## config.mk

```make
export PLATFORM = sky130hd
export DESIGN_NAME = fmc_regs
export DESIGN_NICKNAME = d
export VERILOG_FILES = /design/src/fmc_pkg.sv /design/src/fmc_regs.sv
export SDC_FILE = /design/constraint.sdc
export NUM_CORES = 1
export LEC_CHECK = 0
export ABC_AREA = 1
export BUFFER_PORTS_ARGS = -buffer_cell sky130_fd_sc_hd__buf_2
export CAP_MARGIN = 5
export CELL_PAD_IN_SITES_DETAIL_PLACEMENT = 1
export CELL_PAD_IN_SITES_GLOBAL_PLACEMENT = 2
export CORE_MARGIN = 4
export CORE_UTILIZATION = 31
export DETAILED_ROUTE_END_ITERATION = 8
export GPL_TIMING_DRIVEN = 1
export PLACE_DENSITY_LB_ADDON = 0.1
export SLEW_MARGIN = 10
export SYNTH_ARGS = -nofsm -noshare
export SYNTH_HDL_FRONTEND = slang
export SYNTH_SLANG_ARGS = --single-unit
```

## constraint.sdc

```tcl
create_clock -name aclk -period 4.7 [get_ports aclk]
set_input_delay 0.235 -clock aclk [delete_from_list [all_inputs] [get_ports aclk]]
set_output_delay 0.235 -clock aclk [all_outputs]
set_load 0.05 [all_outputs]
```

## src/fmc_pkg.sv

```systemverilog
// Purpose: Constants and carriers for the fan monitor configuration bank
// Assumes: Byte address of each register is four times its index
// Notes:   Temperatures are signed whole degrees
// Behaviour
// - Hysteresis register bits 3:0 hold processor channel hysteresis, 0 to 15 degrees.
// - Hysteresis register bits 7:4 hold remote 2 hysteresis, 0 to 15 degrees.
// - Below minimum threshold, fan stays at minimum until threshold minus hysteresis.
// - Over limit forces full duty until temperature drops below limit minus hysteresis.
// - Test enable bit 0 enters logic tree test mode; clearing leaves it.
// - While lock bit is set, writes to every register have no effect.
// - Offset registers are added to remote 1, local, remote 2 measurements.
// - Offset range bit selects range and resolution of all offsets.
// - With detect enable set, bits 3:1 reflect four-wire fan presence.
// - Bits 1, 2, 3 read 1 when four-wire fan found on fans a, b, c.
// - Bit 4 turns averaging off, converting sixteen times faster.
// - Bit 5 bypasses all four attenuators; auxiliary bits bypass them per channel.
// - Bit 6 converts only the channel chosen by the channel code.
// - Codes 0-4 voltages, 5-7 temperatures, 8 termination voltage, 9 current monitor.
// - Bit 7 enters shutdown mode.
// - Above minimum threshold, fan runs minimum and rises with temperature.
// - Over temperature limit of 0x80 disables the full duty fail-safe.
package fmc_pkg;
   localparam logic [7:0] IDX_HYST      = 8'h6E;
   localparam logic [7:0] IDX_TEST      = 8'h6F;
   localparam logic [7:0] IDX_OFF_R1    = 8'h70;
   localparam logic [7:0] IDX_OFF_LOC   = 8'h71;
   localparam logic [7:0] IDX_OFF_R2    = 8'h72;
   localparam logic [7:0] IDX_CFG2      = 8'h73;
   localparam logic [7:0] IDX_AUX       = 8'h7F;
   localparam logic [7:0] RST_HYST      = 8'h44;
   localparam logic [7:0] RST_ZERO      = 8'h00;
   localparam logic [11:0] RST_AUX      = 12'h000;
   localparam int CFG2_DETECT_EN  = 0;
   localparam int CFG2_AVG_OFF    = 4;
   localparam int CFG2_ATTENUATOR_BYPASS       = 5;
   localparam int CFG2_SINGLE     = 6;
   localparam int CFG2_SHUTDOWN   = 7;
   localparam int AUX_LOCK        = 0;
   localparam int AUX_OFF_HALF    = 1;
   localparam logic [7:0] OVER_TEMP_LIMIT_OFF     = 8'h80;
   localparam logic [1:0] RESP_OKAY     = 2'b00;
   localparam logic [1:0] RESP_SLVERR   = 2'b10;
   localparam int NUM_SINGLE_CHANNEL_CONVERT_CH = 10;

   // One temperature channel as seen from the measurement side
   typedef struct packed {
      logic [7:0] raw;
      logic [7:0] tmin;
      logic [7:0] over_temp_limit;
   } fmc_temp_in_t;

   // Fan loop decision for one channel
   typedef struct packed {
      logic       run;
      logic       full;
      logic [7:0] excess;
      logic [7:0] reading;
   } fmc_loop_out_t;
endpackage

```

## src/fmc_regs.sv

```systemverilog
// Purpose: AXI4-Lite register bank with fan loop and converter controls
// Assumes: Channel 0 remote 1, 1 local, 2 remote 2, 3 processor
// Notes:   Remote 1 and local hysteresis arrive from a neighbouring bank
//
// Our own choice: register access over AXI4-Lite.
module fmc_regs (
   // Clock, reset, enable
   input  wire logic                            aclk,
   input  wire logic                            aresetn,
   input  wire logic                            ce,
   // AXI4-Lite write address
   input  wire logic [31:0]                     s_axi_awaddr,
   input  wire logic                            s_axi_awvalid,
   output logic                                 s_axi_awready,
   // AXI4-Lite write data
   input  wire logic [31:0]                     s_axi_wdata,
   input  wire logic [3:0]                      s_axi_wstrb,
   input  wire logic                            s_axi_wvalid,
   output logic                                 s_axi_wready,
   // AXI4-Lite write response
   output logic [1:0]                           s_axi_bresp,
   output logic                                 s_axi_bvalid,
   input  wire logic                            s_axi_bready,
   // AXI4-Lite read address
   input  wire logic [31:0]                     s_axi_araddr,
   input  wire logic                            s_axi_arvalid,
   output logic                                 s_axi_arready,
   // AXI4-Lite read data
   output logic [31:0]                          s_axi_rdata,
   output logic [1:0]                           s_axi_rresp,
   output logic                                 s_axi_rvalid,
   input  wire logic                            s_axi_rready,
   // Measurement side
   input  wire fmc_pkg::fmc_temp_in_t [3:0]     chan_in,
   input  wire logic [3:0]                      remote1_hysteresis,
   input  wire logic [3:0]                      local_hysteresis,
   input  wire logic [2:0]                      four_wire_seen,
   // Fan loop results
   output fmc_pkg::fmc_loop_out_t [3:0]         loop_out,
   output logic                                 fan_full_all,
   // Device controls
   output logic                                 logic_tree_test_on,
   output logic                                 averaging_off,
   output logic [3:0]                           attenuator_bypass,
   output logic                                 single_channel_convert,
   output logic [fmc_pkg::NUM_SINGLE_CHANNEL_CONVERT_CH-1:0]      single_channel_convert_channel_sel,
   output logic                                 shutdown
);

   // Register state
   logic [7:0]  hyst_reg;
   logic [7:0]  test_reg;
   logic [7:0]  off_reg [3];
   logic [7:0]  cfg2_reg;
   logic [11:0] aux_reg;

   // Bus state
   logic        aw_full_reg;
   logic        w_full_reg;
   logic [7:0]  aw_idx_reg;
   logic [31:0] wdata_reg;
   logic [3:0]  wstrb_reg;
   logic        bvalid_reg;
   logic [1:0]  bresp_reg;
   logic        rvalid_reg;
   logic [1:0]  rresp_reg;
   logic [31:0] rdata_reg;

   // Loop state
   logic [3:0]  run_reg;
   logic [3:0]  full_reg;
   logic [7:0]  reading_reg [4];
   logic [7:0]  excess_reg [4];

   // Register index from a byte address; misaligned maps nowhere
   function automatic logic [8:0] addr_idx(input logic [31:0] a);
      logic [8:0] r;
      r = 9'h100;
      if (a[1:0] == 2'b00 && a[31:10] == '0) begin
         r = {1'b0, a[9:2]};
      end
      return r;
   endfunction

   function automatic logic idx_mapped(input logic [8:0] i);
      logic m;
      m = 1'b0;
      if (i[8] == 1'b0) begin
         m = (i[7:0] >= fmc_pkg::IDX_HYST && i[7:0] <= fmc_pkg::IDX_CFG2)
             || i[7:0] == fmc_pkg::IDX_AUX;
      end
      return m;
   endfunction

   // Clamp a ten bit sum into the signed byte range
   function automatic logic [7:0] sat8(input logic signed [9:0] v);
      logic [7:0] r;
      r = v[7:0];
      if (v > 10'sd127) begin
         r = 8'h7F;
      end else if (v < -10'sd128) begin
         r = 8'h80;
      end
      return r;
   endfunction

   // Sign extension of a byte
   function automatic logic signed [9:0] sx(input logic [7:0] b);
      return signed'({{2{b[7]}}, b});
   endfunction

   // Detected fan bits, forced low when detection is off
   wire         detect_en   = cfg2_reg[fmc_pkg::CFG2_DETECT_EN];
   wire  [2:0]  detect_bits = detect_en ? four_wire_seen : 3'b000;
   wire  [7:0]  cfg2_view   = {cfg2_reg[7:4], detect_bits, cfg2_reg[0]};
   wire         locked      = aux_reg[fmc_pkg::AUX_LOCK];

   // Write path
   wire         do_write  = aw_full_reg && w_full_reg && !bvalid_reg;
   wire  [8:0]  w_idx     = {1'b0, aw_idx_reg};
   wire         w_mapped  = aw_idx_reg != 8'hFF && idx_mapped(w_idx);
   wire         w_commit  = do_write && w_mapped && !locked;
   wire  [7:0]  wbyte     = wdata_reg[7:0];
   wire         wlane0    = wstrb_reg[0];
   wire         wlane1    = wstrb_reg[1];
   wire  [8:0]  aw_idx_in = addr_idx(s_axi_awaddr);

   assign s_axi_awready = !aw_full_reg;
   assign s_axi_wready  = !w_full_reg;
   assign s_axi_bvalid  = bvalid_reg;
   assign s_axi_bresp   = bresp_reg;

   always_ff @(posedge aclk) begin
      if (!aresetn) begin
         aw_full_reg <= 1'b0;
         aw_idx_reg  <= 8'h00;
      end else if (ce) begin
         if (s_axi_awvalid && !aw_full_reg) begin
            aw_full_reg <= 1'b1;
            aw_idx_reg  <= aw_idx_in[8] ? 8'hFF : aw_idx_in[7:0];
         end else if (do_write) begin
            aw_full_reg <= 1'b0;
         end
      end
   end

   always_ff @(posedge aclk) begin
      if (!aresetn) begin
         w_full_reg <= 1'b0;
         wdata_reg  <= 32'h0000_0000;
         wstrb_reg  <= 4'h0;
      end else if (ce) begin
         if (s_axi_wvalid && !w_full_reg) begin
            w_full_reg <= 1'b1;
            wdata_reg  <= s_axi_wdata;
            wstrb_reg  <= s_axi_wstrb;
         end else if (do_write) begin
            w_full_reg <= 1'b0;
         end
      end
   end

   always_ff @(posedge aclk) begin
      if (!aresetn) begin
         bvalid_reg <= 1'b0;
         bresp_reg  <= fmc_pkg::RESP_OKAY;
      end else if (ce) begin
         if (do_write) begin
            bvalid_reg <= 1'b1;
            bresp_reg  <= w_mapped ? fmc_pkg::RESP_OKAY : fmc_pkg::RESP_SLVERR;
         end else if (s_axi_bready) begin
            bvalid_reg <= 1'b0;
         end
      end
   end

   // Register writes; reserved test bits are stored as written
   wire hit_hyst = w_commit && wlane0 && aw_idx_reg == fmc_pkg::IDX_HYST;
   wire hit_test = w_commit && wlane0 && aw_idx_reg == fmc_pkg::IDX_TEST;
   wire hit_cfg2 = w_commit && wlane0 && aw_idx_reg == fmc_pkg::IDX_CFG2;
   wire hit_aux  = w_commit && aw_idx_reg == fmc_pkg::IDX_AUX;

   always_ff @(posedge aclk) begin
      if (!aresetn) begin
         hyst_reg <= fmc_pkg::RST_HYST;
         test_reg <= fmc_pkg::RST_ZERO;
         cfg2_reg <= fmc_pkg::RST_ZERO;
      end else if (ce) begin
         if (hit_hyst) begin
            hyst_reg <= wbyte;
         end
         if (hit_test) begin
            test_reg <= wbyte;
         end
         if (hit_cfg2) begin
            // Presence bits are not storage
            cfg2_reg <= {wbyte[7:4], 3'b000, wbyte[0]};
         end
      end
   end

   // Lock is sticky: once set only reset clears it
   always_ff @(posedge aclk) begin
      if (!aresetn) begin
         aux_reg <= fmc_pkg::RST_AUX;
      end else if (ce && hit_aux) begin
         if (wlane0) begin
            aux_reg[7:0] <= wbyte;
         end
         if (wlane1) begin
            aux_reg[11:8] <= wdata_reg[11:8];
         end
      end
   end

   for (genvar k = 0; k < 3; k++) begin : g_off
      wire hit_off = w_commit && wlane0
                     && aw_idx_reg == fmc_pkg::IDX_OFF_R1 + 8'(k);
      always_ff @(posedge aclk) begin
         if (!aresetn) begin
            off_reg[k] <= fmc_pkg::RST_ZERO;
         end else if (ce && hit_off) begin
            off_reg[k] <= wbyte;
         end
      end
   end

   // Read path
   wire  [8:0]  r_idx    = addr_idx(s_axi_araddr);
   wire         r_mapped = idx_mapped(r_idx);
   logic [31:0] r_word;

   always_comb begin
      r_word = 32'h0000_0000;
      unique case (r_idx[7:0])
         fmc_pkg::IDX_HYST:    r_word[7:0]  = hyst_reg;
         fmc_pkg::IDX_TEST:    r_word[7:0]  = test_reg;
         fmc_pkg::IDX_OFF_R1:  r_word[7:0]  = off_reg[0];
         fmc_pkg::IDX_OFF_LOC: r_word[7:0]  = off_reg[1];
         fmc_pkg::IDX_OFF_R2:  r_word[7:0]  = off_reg[2];
         fmc_pkg::IDX_CFG2:    r_word[7:0]  = cfg2_view;
         fmc_pkg::IDX_AUX:     r_word[11:0] = aux_reg;
         default:              r_word       = 32'h0000_0000;
      endcase
      if (!r_mapped) begin
         r_word = 32'h0000_0000;
      end
   end

   assign s_axi_arready = !rvalid_reg;
   assign s_axi_rvalid  = rvalid_reg;
   assign s_axi_rdata   = rdata_reg;
   assign s_axi_rresp   = rresp_reg;

   always_ff @(posedge aclk) begin
      if (!aresetn) begin
         rvalid_reg <= 1'b0;
         rresp_reg  <= fmc_pkg::RESP_OKAY;
         rdata_reg  <= 32'h0000_0000;
      end else if (ce) begin
         if (s_axi_arvalid && !rvalid_reg) begin
            rvalid_reg <= 1'b1;
            rdata_reg  <= r_word;
            rresp_reg  <= r_mapped ? fmc_pkg::RESP_OKAY : fmc_pkg::RESP_SLVERR;
         end else if (s_axi_rready) begin
            rvalid_reg <= 1'b0;
         end
      end
   end

   // Fan loops; processor channel carries no offset
   wire  [3:0] hyst_of [4];
   assign hyst_of[0] = remote1_hysteresis;
   assign hyst_of[1] = local_hysteresis;
   assign hyst_of[2] = hyst_reg[7:4];
   assign hyst_of[3] = hyst_reg[3:0];

   // Half-degree offset units trade range for resolution
   wire off_half = aux_reg[fmc_pkg::AUX_OFF_HALF];

   for (genvar c = 0; c < 4; c++) begin : g_loop
      wire  [7:0]        off_raw = (c < 3) ? off_reg[c % 3] : 8'h00;
      wire signed [9:0]  off_s   = off_half ? (sx(off_raw) >>> 1)
                                            : sx(off_raw);
      wire signed [9:0]  t_sum   = sx(chan_in[c].raw) + off_s;
      wire  [7:0]        t_adj   = sat8(t_sum);
      wire signed [9:0]  t       = sx(t_adj);
      wire signed [9:0]  h       = signed'({6'b000000, hyst_of[c]});
      wire signed [9:0]  tmin    = sx(chan_in[c].tmin);
      wire signed [9:0]  over_temp_limit   = sx(chan_in[c].over_temp_limit);
      wire               above   = t > tmin;
      wire               low_out = t <= tmin - h;
      wire               safe_on = chan_in[c].over_temp_limit != fmc_pkg::OVER_TEMP_LIMIT_OFF;
      wire               hot     = safe_on && t > over_temp_limit;
      wire               cool    = t < over_temp_limit - h;
      wire               run_n   = above ? 1'b1 : (low_out ? 1'b0 : run_reg[c]);
      wire               full_n  = !safe_on ? 1'b0
                                   : hot ? 1'b1
                                   : cool ? 1'b0 : full_reg[c];
      wire signed [9:0]  over    = t - tmin;
      wire  [7:0]        exc_n   = above ? over[7:0] : 8'h00;

      always_ff @(posedge aclk) begin
         if (!aresetn) begin
            run_reg[c]     <= 1'b0;
            full_reg[c]    <= 1'b0;
            reading_reg[c] <= 8'h00;
            excess_reg[c]  <= 8'h00;
         end else if (ce) begin
            run_reg[c]     <= run_n;
            full_reg[c]    <= full_n;
            reading_reg[c] <= t_adj;
            excess_reg[c]  <= exc_n;
         end
      end

      assign loop_out[c].run     = run_reg[c];
      assign loop_out[c].full    = full_reg[c];
      assign loop_out[c].excess  = excess_reg[c];
      assign loop_out[c].reading = reading_reg[c];
   end

   // Any channel over its limit drives every fan flat out
   assign fan_full_all = |full_reg;

   // Converter and device controls
   wire [3:0] single_channel_convert_code = aux_reg[11:8];

   function automatic logic [fmc_pkg::NUM_SINGLE_CHANNEL_CONVERT_CH-1:0] code_onehot(input logic [3:0] cd);
      logic [fmc_pkg::NUM_SINGLE_CHANNEL_CONVERT_CH-1:0] s;
      s = '0;
      if (cd < 4'(fmc_pkg::NUM_SINGLE_CHANNEL_CONVERT_CH)) begin
         s[cd] = 1'b1;
      end
      return s;
   endfunction

   assign logic_tree_test_on     = test_reg[0];
   assign averaging_off          = cfg2_reg[fmc_pkg::CFG2_AVG_OFF];
   assign attenuator_bypass      = {4{cfg2_reg[fmc_pkg::CFG2_ATTENUATOR_BYPASS]}} | aux_reg[7:4];
   assign single_channel_convert = cfg2_reg[fmc_pkg::CFG2_SINGLE];
   assign single_channel_convert_channel_sel       = single_channel_convert ? code_onehot(single_channel_convert_code)
                                   : '0;
   assign shutdown               = cfg2_reg[fmc_pkg::CFG2_SHUTDOWN];

endmodule // fmc_regs

```

==> results.toml, run 1 <==
[run_status]
outcome = "finished, final reports clean"

[synthesis]
synth_area_um2 = 14500
synth_top_area_cell = "edfxtp_1"
syn_inst = 1988
ys_warn_count = 0
synth_top_area_share_pct = 18.3
synth.ff_latch_count = 169
yosysSeqAreaShare_pct = 29.5
syn_avg_cell_area_um2 = 7.27
synth_area_leaders = "edfxtp_1, ha_1, dfxtp_1, nand2_1, inv_1"
synth_cell_types = 60

[power_and_ir_drop]
powerDensity_nw_per_um2 = 303
leakagePower_nw = 8.81
ir_worst_vdd_uv = 293
power.total_w = 0.00523

[die]
pin_count = 347
rows = 78
initial_core_util_pct = 31.6
die_h_um = 224
dieArea_um2 = 50200
die_w_um = 224
core_area_um2 = 45800

[timing]
setup_viol = 0
period_share_pct = 89.5
slew_violations = 0
layout_min_cycle_time_ns = 4.21
setup_ws_ns = 0.493
hold_viol = 0
max_freq_ghz = 0.238
rsz0062_at_grt = "no"
skew_ns = 0.0165
slew_headroom_pct = 37.8
hold_ws_ns = 0.0346
tightest_slew_ns = 0.933
tns_ns = 0

[global_routing]
grt_pass1_vias = 14634
track_usage_pct = 19.8
grt_start_max_net_pins = 65
grt_pass1_wl_um = 78700
antenna_found_initial = 7
grt_overflow = 0

[final_layout]
drive_above_1_share_pct = 18.6
fin_nets = 2678
utilization_pct = 37.7
n_antenna_cell = 0
syn_to_final_growth_pct = 19.5

[clock_tree]
cts_tree = "yes"
post-cts-setup-buffer-count = 0
htreeDepth = 4
cts_buffers = 17
holdBufCountCts = 11
cts_resized = 0
clk_path_buf_depth = 2
clkTransAtPathRegs_ns = 0.07
insertion_delay_ns = 0.49
cts-root-buf = "clkbuf_16"
clock_sinks = 169

[detailed_routing]
wl_met3_um = 2020
wl_met1_um = 22900
wire_per_inst_um = 17.2
drtIter0Drc = 545
wl_met2_um = 24700
drt-vias-per-instance = 4.80
routed_wirelength_um = 50100
route.detailed.drc = 0
top_layer_used = "met5"
vias = 13948
first_pass_iters = 5
ant_nets = 0

[worst_setup_path]
critical_path_arrival_ns = 4.55
cp.required_ns = 5.04
slowest_stage = "fa_1"
critPathLaunchType = "flop"
crit_type = "reg -> reg"
crit_top_cell = "nand2_1"
crit_family = "simple AND/OR/NAND/NOR gates"
critical_path.max_stage_delay_ns = 0.40
cp.buffers_inverters = 3
path_cells = "buf_4 > nand2_1 > o21ai_0 > ha_1 > inv_1 > fa_1 > nand3b_1 > nand2_1 > nand3b_1 > nand2_1 > o21ai_2 > inv_2 > nand2_4 > nand2_1 > ha_1 > a21oi_1 > o21bai_1 > a21oi_1 > nand2_1 > nand2_1 > nand4_4 > a21oi_2"
cp-end-kind = "flop"
cp_max_fo = 26

[place]
place_ws_ns = 0.509
gp_congestion = 0.842
port_buffers = 302
hpwl_um = 41500

[run]
maxCapViolCount = 0

[worst_hold_path]
hold_class = "in -> reg"
worst paths after layout:
kind	from	to	slack, ns	cells past startpoint
worst max-delay path	aux_reg[1]$_SDFFE_PN0P_	excess_reg[1][7]$_SDFFCE_PP0P_	0.49	22
worst min-delay path	s_axi_wdata[10]	wdata_reg[10]$_SDFFE_PN0P_	0.03	3
worst max register to register	aux_reg[1]$_SDFFE_PN0P_	excess_reg[1][7]$_SDFFCE_PP0P_	0.49	22
worst min register to register	aw_full_reg$_SDFFE_PN0P_	aw_full_reg$_SDFFE_PN0P_	0.46	2
power by group:
part	switching, W	internal, W
clock	0.000739	0.000767
combinational	0.00137	0.000654
sequential	0.0000484	0.00166
layer usage:
metal / vias to the layer above / GRT usage (%)
li1: 7131 / -
met1: 6570 / 25.2
met2: 203 / 35.1
met3: 38 / 4.10
met4: 6 / 3.74
met5: - / 0
synth_stat cells, drive strengths merged:
master  count
o221ai      1
o21ai      67
o311ai      1
and2        6
o211ai      4
and3        1
a31o        7
fa         12
or2        17
a21o        3
a211oi     37
conb        1
buf        27
xnor2       7
o21bai      4
ha        158
a21oi     119
inv       317
nor3b       1
a31oi       8
a21boi      3
clkbuf     29
a211o       2
nor4       19
dfxtp      81
nor3       22
o21a        2
o22ai      19
nand4      27
a221oi      5
a41oi       1
nand3b     16
o32ai       1
xor2       61
nand2     425
or4         2
nor2      260
edfxtp     88
nand3     127
placed cells by master (no fill, tap or decap), types with 16 or more instances in the layout:
master	count
nand2_1	397
inv_1	309
buf_2	302
nor2_1	251
ha_1	158
nand3_1	123
a21oi_1	110
edfxtp_1	88
dfxtp_1	81
o21ai_0	64
xor2_1	58
a211oi_1	37
nand4_1	24
conb_1	22
nor3_1	21
nor4_1	19
o22ai_1	19
clkbuf_16	17
nand3b_1	16
logic make-up after synthesis:
logic type / Yosys count / share of synthesized area [%]
buf+inv: 373 / 10.4
fa+ha+maj: 170 / 15.3
other cells: 1 / 0.0259
xor+xnor: 68 / 4.27
simple gates: 923 / 28.8
flops: 169 / 29.5
compound gates: 284 / 11.7
worst register-to-register path, stage by stage, from the launching register on:
cell	delay [ns]
dfxtp_1	0.34
buf_4	0.25
nand2_1	0.07
o21ai_0	0.08
ha_1	0.19
inv_1	0.06
fa_1	0.40
nand3b_1	0.17
nand2_1	0.13
nand3b_1	0.09
nand2_1	0.09
o21ai_2	0.16
inv_2	0.13
nand2_4	0.14
nand2_1	0.29
ha_1	0.37
a21oi_1	0.25
o21bai_1	0.09
a21oi_1	0.22
nand2_1	0.09
nand2_1	0.11
nand4_4	0.20
a21oi_2	0.17
layout make-up:
type,instances,area [µm²]
Clock buffer,18,429
Inverter,317,1190
Fill cell,5796,28500
Timing Repair Buffer,321,1680
Sequential cell,169,4260
Clock inverter,14,174
Tap cell,600,751
Multi-Input combinational cell,1467,8790
through the flow:
stage,std cells,area (µm²)
after floorplan,2009,14500
after global placement,2863,16600
after detailed placement,2863,16600
after CTS,2906,17300
after global routing,2906,17300
final,2906,17300
No activity file was read; power rests on OpenSTA's default activity.
==> run 2, diff against run 1 <==
Settings changed: ABC_AREA 1 to not set, CORE_UTILIZATION 31 to 32.
==> run 2 against run 1 <==
Critical path type unchanged. Count of clock-buffer cells in the layout did not move. Sequential share of layout area fell by 0.64 points. Via count fell by 2.8%. First-iteration DRC count rose by 12%. Synthesized area fell by 1.6%.
==> results.toml, run 2 <==
[timing]
skew_ns = 0.0131
tightest_slew_ns = 1.22
period_share_pct = 96.7
hold_ws_ns = 0.0656
slew_violations = 0
hold_viol = 0
setup_viol = 0
setup_ws_ns = 0.157
slew_headroom_pct = 17.8
layout_min_cycle_time_ns = 4.54
max_freq_ghz = 0.220

[global_routing]
grt_pass1_vias = 14210
antenna_found_initial = 1
grt_start_max_net_pins = 68
grt_pass1_wl_um = 79000
track_usage_pct = 21.2
grt_overflow = 0

[synthesis]
synthAdderAreaFrac_pct = 16.1
syn_avg_cell_area_um2 = 8.61
yosys-top-cells-count = "ha_1, nor2_1, inv_1"
async_flop_share_pct = 0
synth_top_area_cell = "edfxtp_1"
yosysSeqAreaShare_pct = 29.9
synth_area_um2 = 14200
synth.most_common_cell = "ha_1"
synth_compound_area_share_pct = 19.2
synth_area_leaders = "edfxtp_1, ha_1, dfxtp_1, xnor2_1, a21oi_1"
synth_cell_types = 88
synthMuxAreaShare_pct = 3.66
synth.ff_latch_count = 169
synthFlopType = "edfxtp_1"
ys_warn_count = 0
synthSimpleGateAreaFrac_pct = 18.6
synth_top_family_by_area = "compound AO/OA/AOI/OAI gates"
synth-xor-area-share_pct = 5.97
syn_inst = 1654
synth_top_area_share_pct = 18.6
synth_edf_count = 88

[power_and_ir_drop]
power.total_w = 0.00542
p_comb_share_pct = 41.3
ir_worst_vdd_uv = 210
p_int_w = 0.00321
powerDensity_nw_per_um2 = 305
seq_power_share_pct = 31.9
leakagePower_nw = 8.09
switchingPower_w = 0.00221
p_sw_share_pct = 40.8
pwr-share-clk_pct = 26.8

[final_layout]
num-fill-cells = 5344
layout_commonest_cell = "buf_2"
final_area_um2 = 17800
utilization_pct = 40.2
fin_nets = 2404
multi_input_area_um2 = 9300
final_cell_mix = "buf_2, ha_1, nor2_1"
drive_above_1_share_pct = 24.4
syn_to_final_growth_pct = 24.7
register_area_um2 = 4270

[detailed_routing]
route.detailed.drc = 0
wire_per_inst_um = 19.6
vias = 13564
ant_nets = 0
drtIter0Drc = 609
routed_wirelength_um = 51500
first_pass_iters = 5
drt-vias-per-instance = 5.17

[worst_setup_path]
r2r_cells = 20
critPathLaunchType = "flop"
crit_start = "aux_reg[1]$_SDFFE_PN0P_"
cp.required_ns = 4.94
crit_end = "excess_reg[1][6]$_SDFFCE_PP0P_"
r2r_end = "excess_reg[1][6]$_SDFFCE_PP0P_"
r2r-start = "aux_reg[1]$_SDFFE_PN0P_"
crit_type = "reg -> reg"
cp_max_fo = 11
rrSetupSlack_ns = 0.16
critical_path_arrival_ns = 4.78
cp-end-kind = "flop"

[clock_tree]
clk_path_buf_depth = 2
clkTransAtPathRegs_ns = 0.08
cts_tree = "yes"
cts-root-buf = "clkbuf_16"
htreeDepth = 4
clock_sinks = 169
insertion_delay_ns = 0.49
cts_buffers = 17

[worst_hold_path]
hold_depth = 3
hold_class = "in -> reg"

[die]
dieArea_um2 = 47900
core_area_um2 = 44100
die_w_um = 219
pin_count = 347
rows = 77
die_h_um = 219
initial_core_util_pct = 32.3

[run_status]
outcome = "finished, final reports clean"

[place]
gp_congestion = 0.887
hpwl_um = 41700
placed_area_um2 = 16700
port_buffers = 302
place_ws_ns = -0.0188

[run]
maxCapViolCount = 0
## run 2: changes by cell type after synthesis, moves of 28 or more
| cell | change |
|---|---|
| a21o_1 | +37 |
| xnor2_1 | +64 |
| xor2_1 | -32 |
| a211oi_1 | -28 |
| nand2_1 | -260 |
| nand3_1 | -78 |
| nor2_1 | -97 |
| inv_1 | -158 |
## run 2: per-layer routing
metal	vias up	track usage, %	routed length, µm
li1	6689	-	-
met1	6580	27.0	23500
met2	242	36.7	25200
met3	51	4.13	1960
met4	2	5.35	877
met5	-	0	13
## run 2: power groups by stage
stage / Sequential, W / Clock, W / Combinational, W
6_report: 0.00173 / 0.00145 / 0.00224
4_1_cts: 0.00173 / 0.00150 / 0.00220
3_5_place_dp: 0.00176 / 0 / 0.00217
2_1_floorplan: 0.00202 / 0 / 0.00122
3_3_place_gp: 0.00176 / 0 / 0.00214
5_1_grt: 0.00174 / 0.00156 / 0.00246
## run 2: how the worst min path moves through the flow
stage                                  endpoint                     from  slack (ns)
finish              s_axi_rresp[1]$_SDFFE_PN0P_            s_axi_arvalid        0.07
global route           hyst_reg[6]$_SDFFE_PN1P_                  aresetn        0.11
CTS                 s_axi_rresp[1]$_SDFFE_PN0P_            s_axi_arvalid        0.03
detailed placement      aux_reg[2]$_SDFFE_PN0P_  aux_reg[2]$_SDFFE_PN0P_        0.45
global placement        aux_reg[3]$_SDFFE_PN0P_  aux_reg[3]$_SDFFE_PN0P_        0.44
floorplan            aw_idx_reg[0]$_SDFFE_PN0P_          s_axi_awaddr[2]        0.36
## run 2: stage by stage
stage          cells  setup TNS [ns]
6_report        2625               0
5_1_grt         2624         -0.0116
4_1_cts         2622               0
3_5_place_dp    2566         -0.0642
3_3_place_gp    2566               0
2_1_floorplan   1675               0
## run 2: critical path, cell delays in order, from the launching register on
cell and delay [ns]:
dfxtp_4 0.39, buf_12 0.14, mux2_2 0.36, ha_2 0.20, inv_1 0.07, fa_2 0.21
nor2b_2 0.05, o31a_1 0.34, o21a_2 0.25, buf_4 0.16, and3_2 0.22, nor2_2 0.15
nor2_1 0.05, buf_4 0.16, ha_1 0.28, and3_1 0.18, a2111o_1 0.41, a311o_1 0.27
o211ai_1 0.11, buf_4 0.21, nor3_1 0.06
## run 2: cell type report
class                           instances  area share (%)
Clock buffer                           18            2.42
Sequential cell                       169            24.0
Clock inverter                         14           0.839
Timing Repair Buffer                  394            12.9
Antenna cell                            1          0.0141
Inverter                              152            3.21
Tap cell                              592            4.17
Multi-Input combinational cell       1285            52.4
## run 2: kinds of logic (layout without fill, tap and decap cells)
family / Yosys count / count (layout)
DFF: 169 / 169
AOI/OAI and AO/OA: 396 / 396
muxes: 49 / 49
buffers and inverters: 221 / 578
and+or+nand+nor: 543 / 543
other: 1 / 23
xor gates and xnor gates: 97 / 97
adders and majority gates: 178 / 178
## run 2: what timing repair did
item,CTS,global route
pin swaps,0,11
gates cloned,0,1
hold buffers,24,0
buffers inserted,0,1
gates resized for setup,4,43
endpoints found under the setup margin,8,28
endpoints found under the hold margin,24,0
==> run 3, diff against run 2 <==
Settings changed: SETUP_SLACK_MARGIN set to 0.5.
==> run 3 against run 2 <==
Total power up 6.1%. First-iteration DRC count down 8.2%. Critical path depth down 1. Register-to-register slack better by 0.37 ns. Sequential share of layout area down 1.5 points. Wire length up 1.5%. Maximum frequency up 9.0%. Cell area up 6.8%.
==> results.toml, run 3 (synthesis results as in run 2) <==
[global_routing]
track_usage_pct = 21.4
grt_start_max_net_pins = 68
grt_pass1_vias = 14425
antenna_found_initial = 3
grt_overflow = 0
grt_pass1_wl_um = 80000

[worst_setup_path]
slowest_stage = "dfxtp_4"
rrSetupSlack_ns = 0.53
critical_path_arrival_ns = 4.41
cp-end-kind = "flop"
cp_max_fo = 7
crit_type = "reg -> reg"
crit_top_cell = "ha_4"
crit_end = "excess_reg[1][4]$_SDFFCE_PP0P_"
crit_start = "aux_reg[1]$_SDFFE_PN0P_"
r2r_end = "excess_reg[1][4]$_SDFFCE_PP0P_"
path_cells = "buf_8 > mux2_4 > ha_4 > nor2b_2 > o31a_1 > o21a_4 > inv_4 > o32ai_4 > nand2_1 > nand2_2 > buf_12 > ha_4 > and2_4 > and3_4 > a2111o_1 > a311o_1 > o211ai_1 > buf_4 > nor2_1"
cp.required_ns = 4.94
crit_family = "compound AO/OA/AOI/OAI gates"
cp.buffers_inverters = 4
critPathLaunchType = "flop"
cp_num_cells = 19
r2r-start = "aux_reg[1]$_SDFFE_PN0P_"
critical_path.max_stage_delay_ns = 0.41
r2r_cells = 19

[power_and_ir_drop]
pwr-share-clk_pct = 26.0
switchingPower_w = 0.00234
ir_worst_vdd_uv = 272
powerDensity_nw_per_um2 = 303
seq_power_share_pct = 30.0
p_sw_share_pct = 40.7
leakagePower_nw = 8.50
p_int_w = 0.00341
p_comb_share_pct = 44.0
power.total_w = 0.00575

[die]
rows = 77
core_area_um2 = 44100
pin_count = 347
initial_core_util_pct = 32.3
dieArea_um2 = 47900
die_h_um = 219
die_w_um = 219

[place]
hpwl_um = 41300
gp_congestion = 0.870
port_buffers = 302

[timing]
tns_ns = 0
skew_ns = 0.00994
layout_min_cycle_time_ns = 4.17
rsz0062_at_grt = "yes"
hold_viol = 0
tightest_slew_ns = 1.15
period_share_pct = 88.7
slew_headroom_pct = 22.4
max_freq_ghz = 0.240
setup_viol = 0
slew_violations = 0

[worst_hold_path]
hold_class = "in -> reg"

[detailed_routing]
first_pass_iters = 5
wl_met1_um = 23800
ant_nets = 0
routed_wirelength_um = 52300
wire_per_inst_um = 19.5
wl_met3_um = 2000
wl_met2_um = 25800
drtIter0Drc = 559
vias = 13787
top_layer_used = "met5"
drt-vias-per-instance = 5.14
route.detailed.drc = 0

[final_layout]
final_cell_mix = "buf_2, inv_1, nor2_1"
layout_commonest_cell = "buf_2"
drive_above_1_share_pct = 30.2
syn_to_final_growth_pct = 33.2
fin_nets = 2461

[run]
maxCapViolCount = 0

[clock_tree]
clkTransAtPathRegs_ns = 0.08
insertion_delay_ns = 0.49
cts-root-buf = "clkbuf_16"
clock_sinks = 169
cts_buffers = 17
htreeDepth = 4
cts_tree = "yes"
clk_path_buf_depth = 2

[run_status]
outcome = "finished, final reports clean"
run 3: cell count changes in the layout (fill, tap and decap cells not counted), moves of 7 or more:
cell,previous run,this run
buf_4,66,115
buf_6,0,7
ha_1,155,133
ha_4,0,21
mux2_2,25,17
mux2_4,0,8
nor2_1,152,143
nor2_2,2,9
o21ai_0,45,38
run 3: power by group through the flow:
stage / registers (W) / logic, W / clock network [W]
2_1_floorplan: 0.00202 / 0.00125 / 0
3_3_place_gp: 0.00176 / 0.00219 / 0
3_5_place_dp: 0.00176 / 0.00223 / 0
4_1_cts: 0.00173 / 0.00236 / 0.00155
5_1_grt: 0.00174 / 0.00276 / 0.00161
6_report: 0.00173 / 0.00253 / 0.00149
run 3: routing by layer:
| metal | vias to the layer above | track usage, % |
|---|---|---|
| met2 | 248 | 37.2 |
| met4 | 2 | 5.01 |
| met5 | - | 0 |
| met1 | 6685 | 27.6 |
| met3 | 44 | 4.02 |
| li1 | 6808 | - |
run 3: cell type report:
cell class	count	area, µm²
antenna	1	2.50
clock buffer	17	425
clock inverter	15	174
fill	5297	25200
inverter	152	573
multi-input combinational	1286	10000
sequential	169	4270
tap	592	741
timing repair buffer	450	2730
run 3: worst register-to-register path, cell delays in order (launching register included):
cell	delay, ns
dfxtp_4	0.41
buf_8	0.15
mux2_4	0.32
ha_4	0.24
nor2b_2	0.16
o31a_1	0.31
o21a_4	0.27
inv_4	0.09
o32ai_4	0.08
nand2_1	0.11
nand2_2	0.10
buf_12	0.14
ha_4	0.23
and2_4	0.13
and3_4	0.18
a2111o_1	0.37
a311o_1	0.28
o211ai_1	0.13
buf_4	0.19
nor2_1	0.05
run 3: how the worst min path moves through the flow:
stage | from | end | slack [ns] | cells after the start
2_1_floorplan | s_axi_awaddr[2] | aw_idx_reg[0]$_SDFFE_PN0P_ | 0.36 | 2
3_3_place_gp | test_reg[3]$_SDFFE_PN0P_ | test_reg[3]$_SDFFE_PN0P_ | 0.44 | 2
3_5_place_dp | wdata_reg[10]$_SDFFE_PN0P_ | wdata_reg[10]$_SDFFE_PN0P_ | 0.45 | 2
4_1_cts | s_axi_arvalid | s_axi_rresp[1]$_SDFFE_PN0P_ | 0.03 | 3
5_1_grt | chan_in[79] | loop_out[70]$_SDFFE_PN0P_ | 0.10 | 3
6_report | s_axi_arvalid | s_axi_rresp[1]$_SDFFE_PN0P_ | 0.06 | 3
run 3: what timing repair did:
action,4_1_cts,5_1_grt
cloned,1,0
endpoints found under the hold margin,24,0
setup endpoints to repair,29,30
hold buffers,24,0
buffers inserted,17,32
gates resized for setup,67,93
pin swaps,22,33
run 3: through the flow:
step	instance area (µm²)	hold slack (ns)	util [%]	instances	worst slack, ns
CTS	18200	0.0304	41.3	2649	0.480
detailed placement	16900	0.450	38.3	2575	0.0648
global placement	16900	0.438	38.3	2575	0.160
finish	19000	0.0596	43.0	2682	0.532
global route	19000	0.103	43.0	2681	0.318
floorplan	14400	0.363	-	1675	0.500
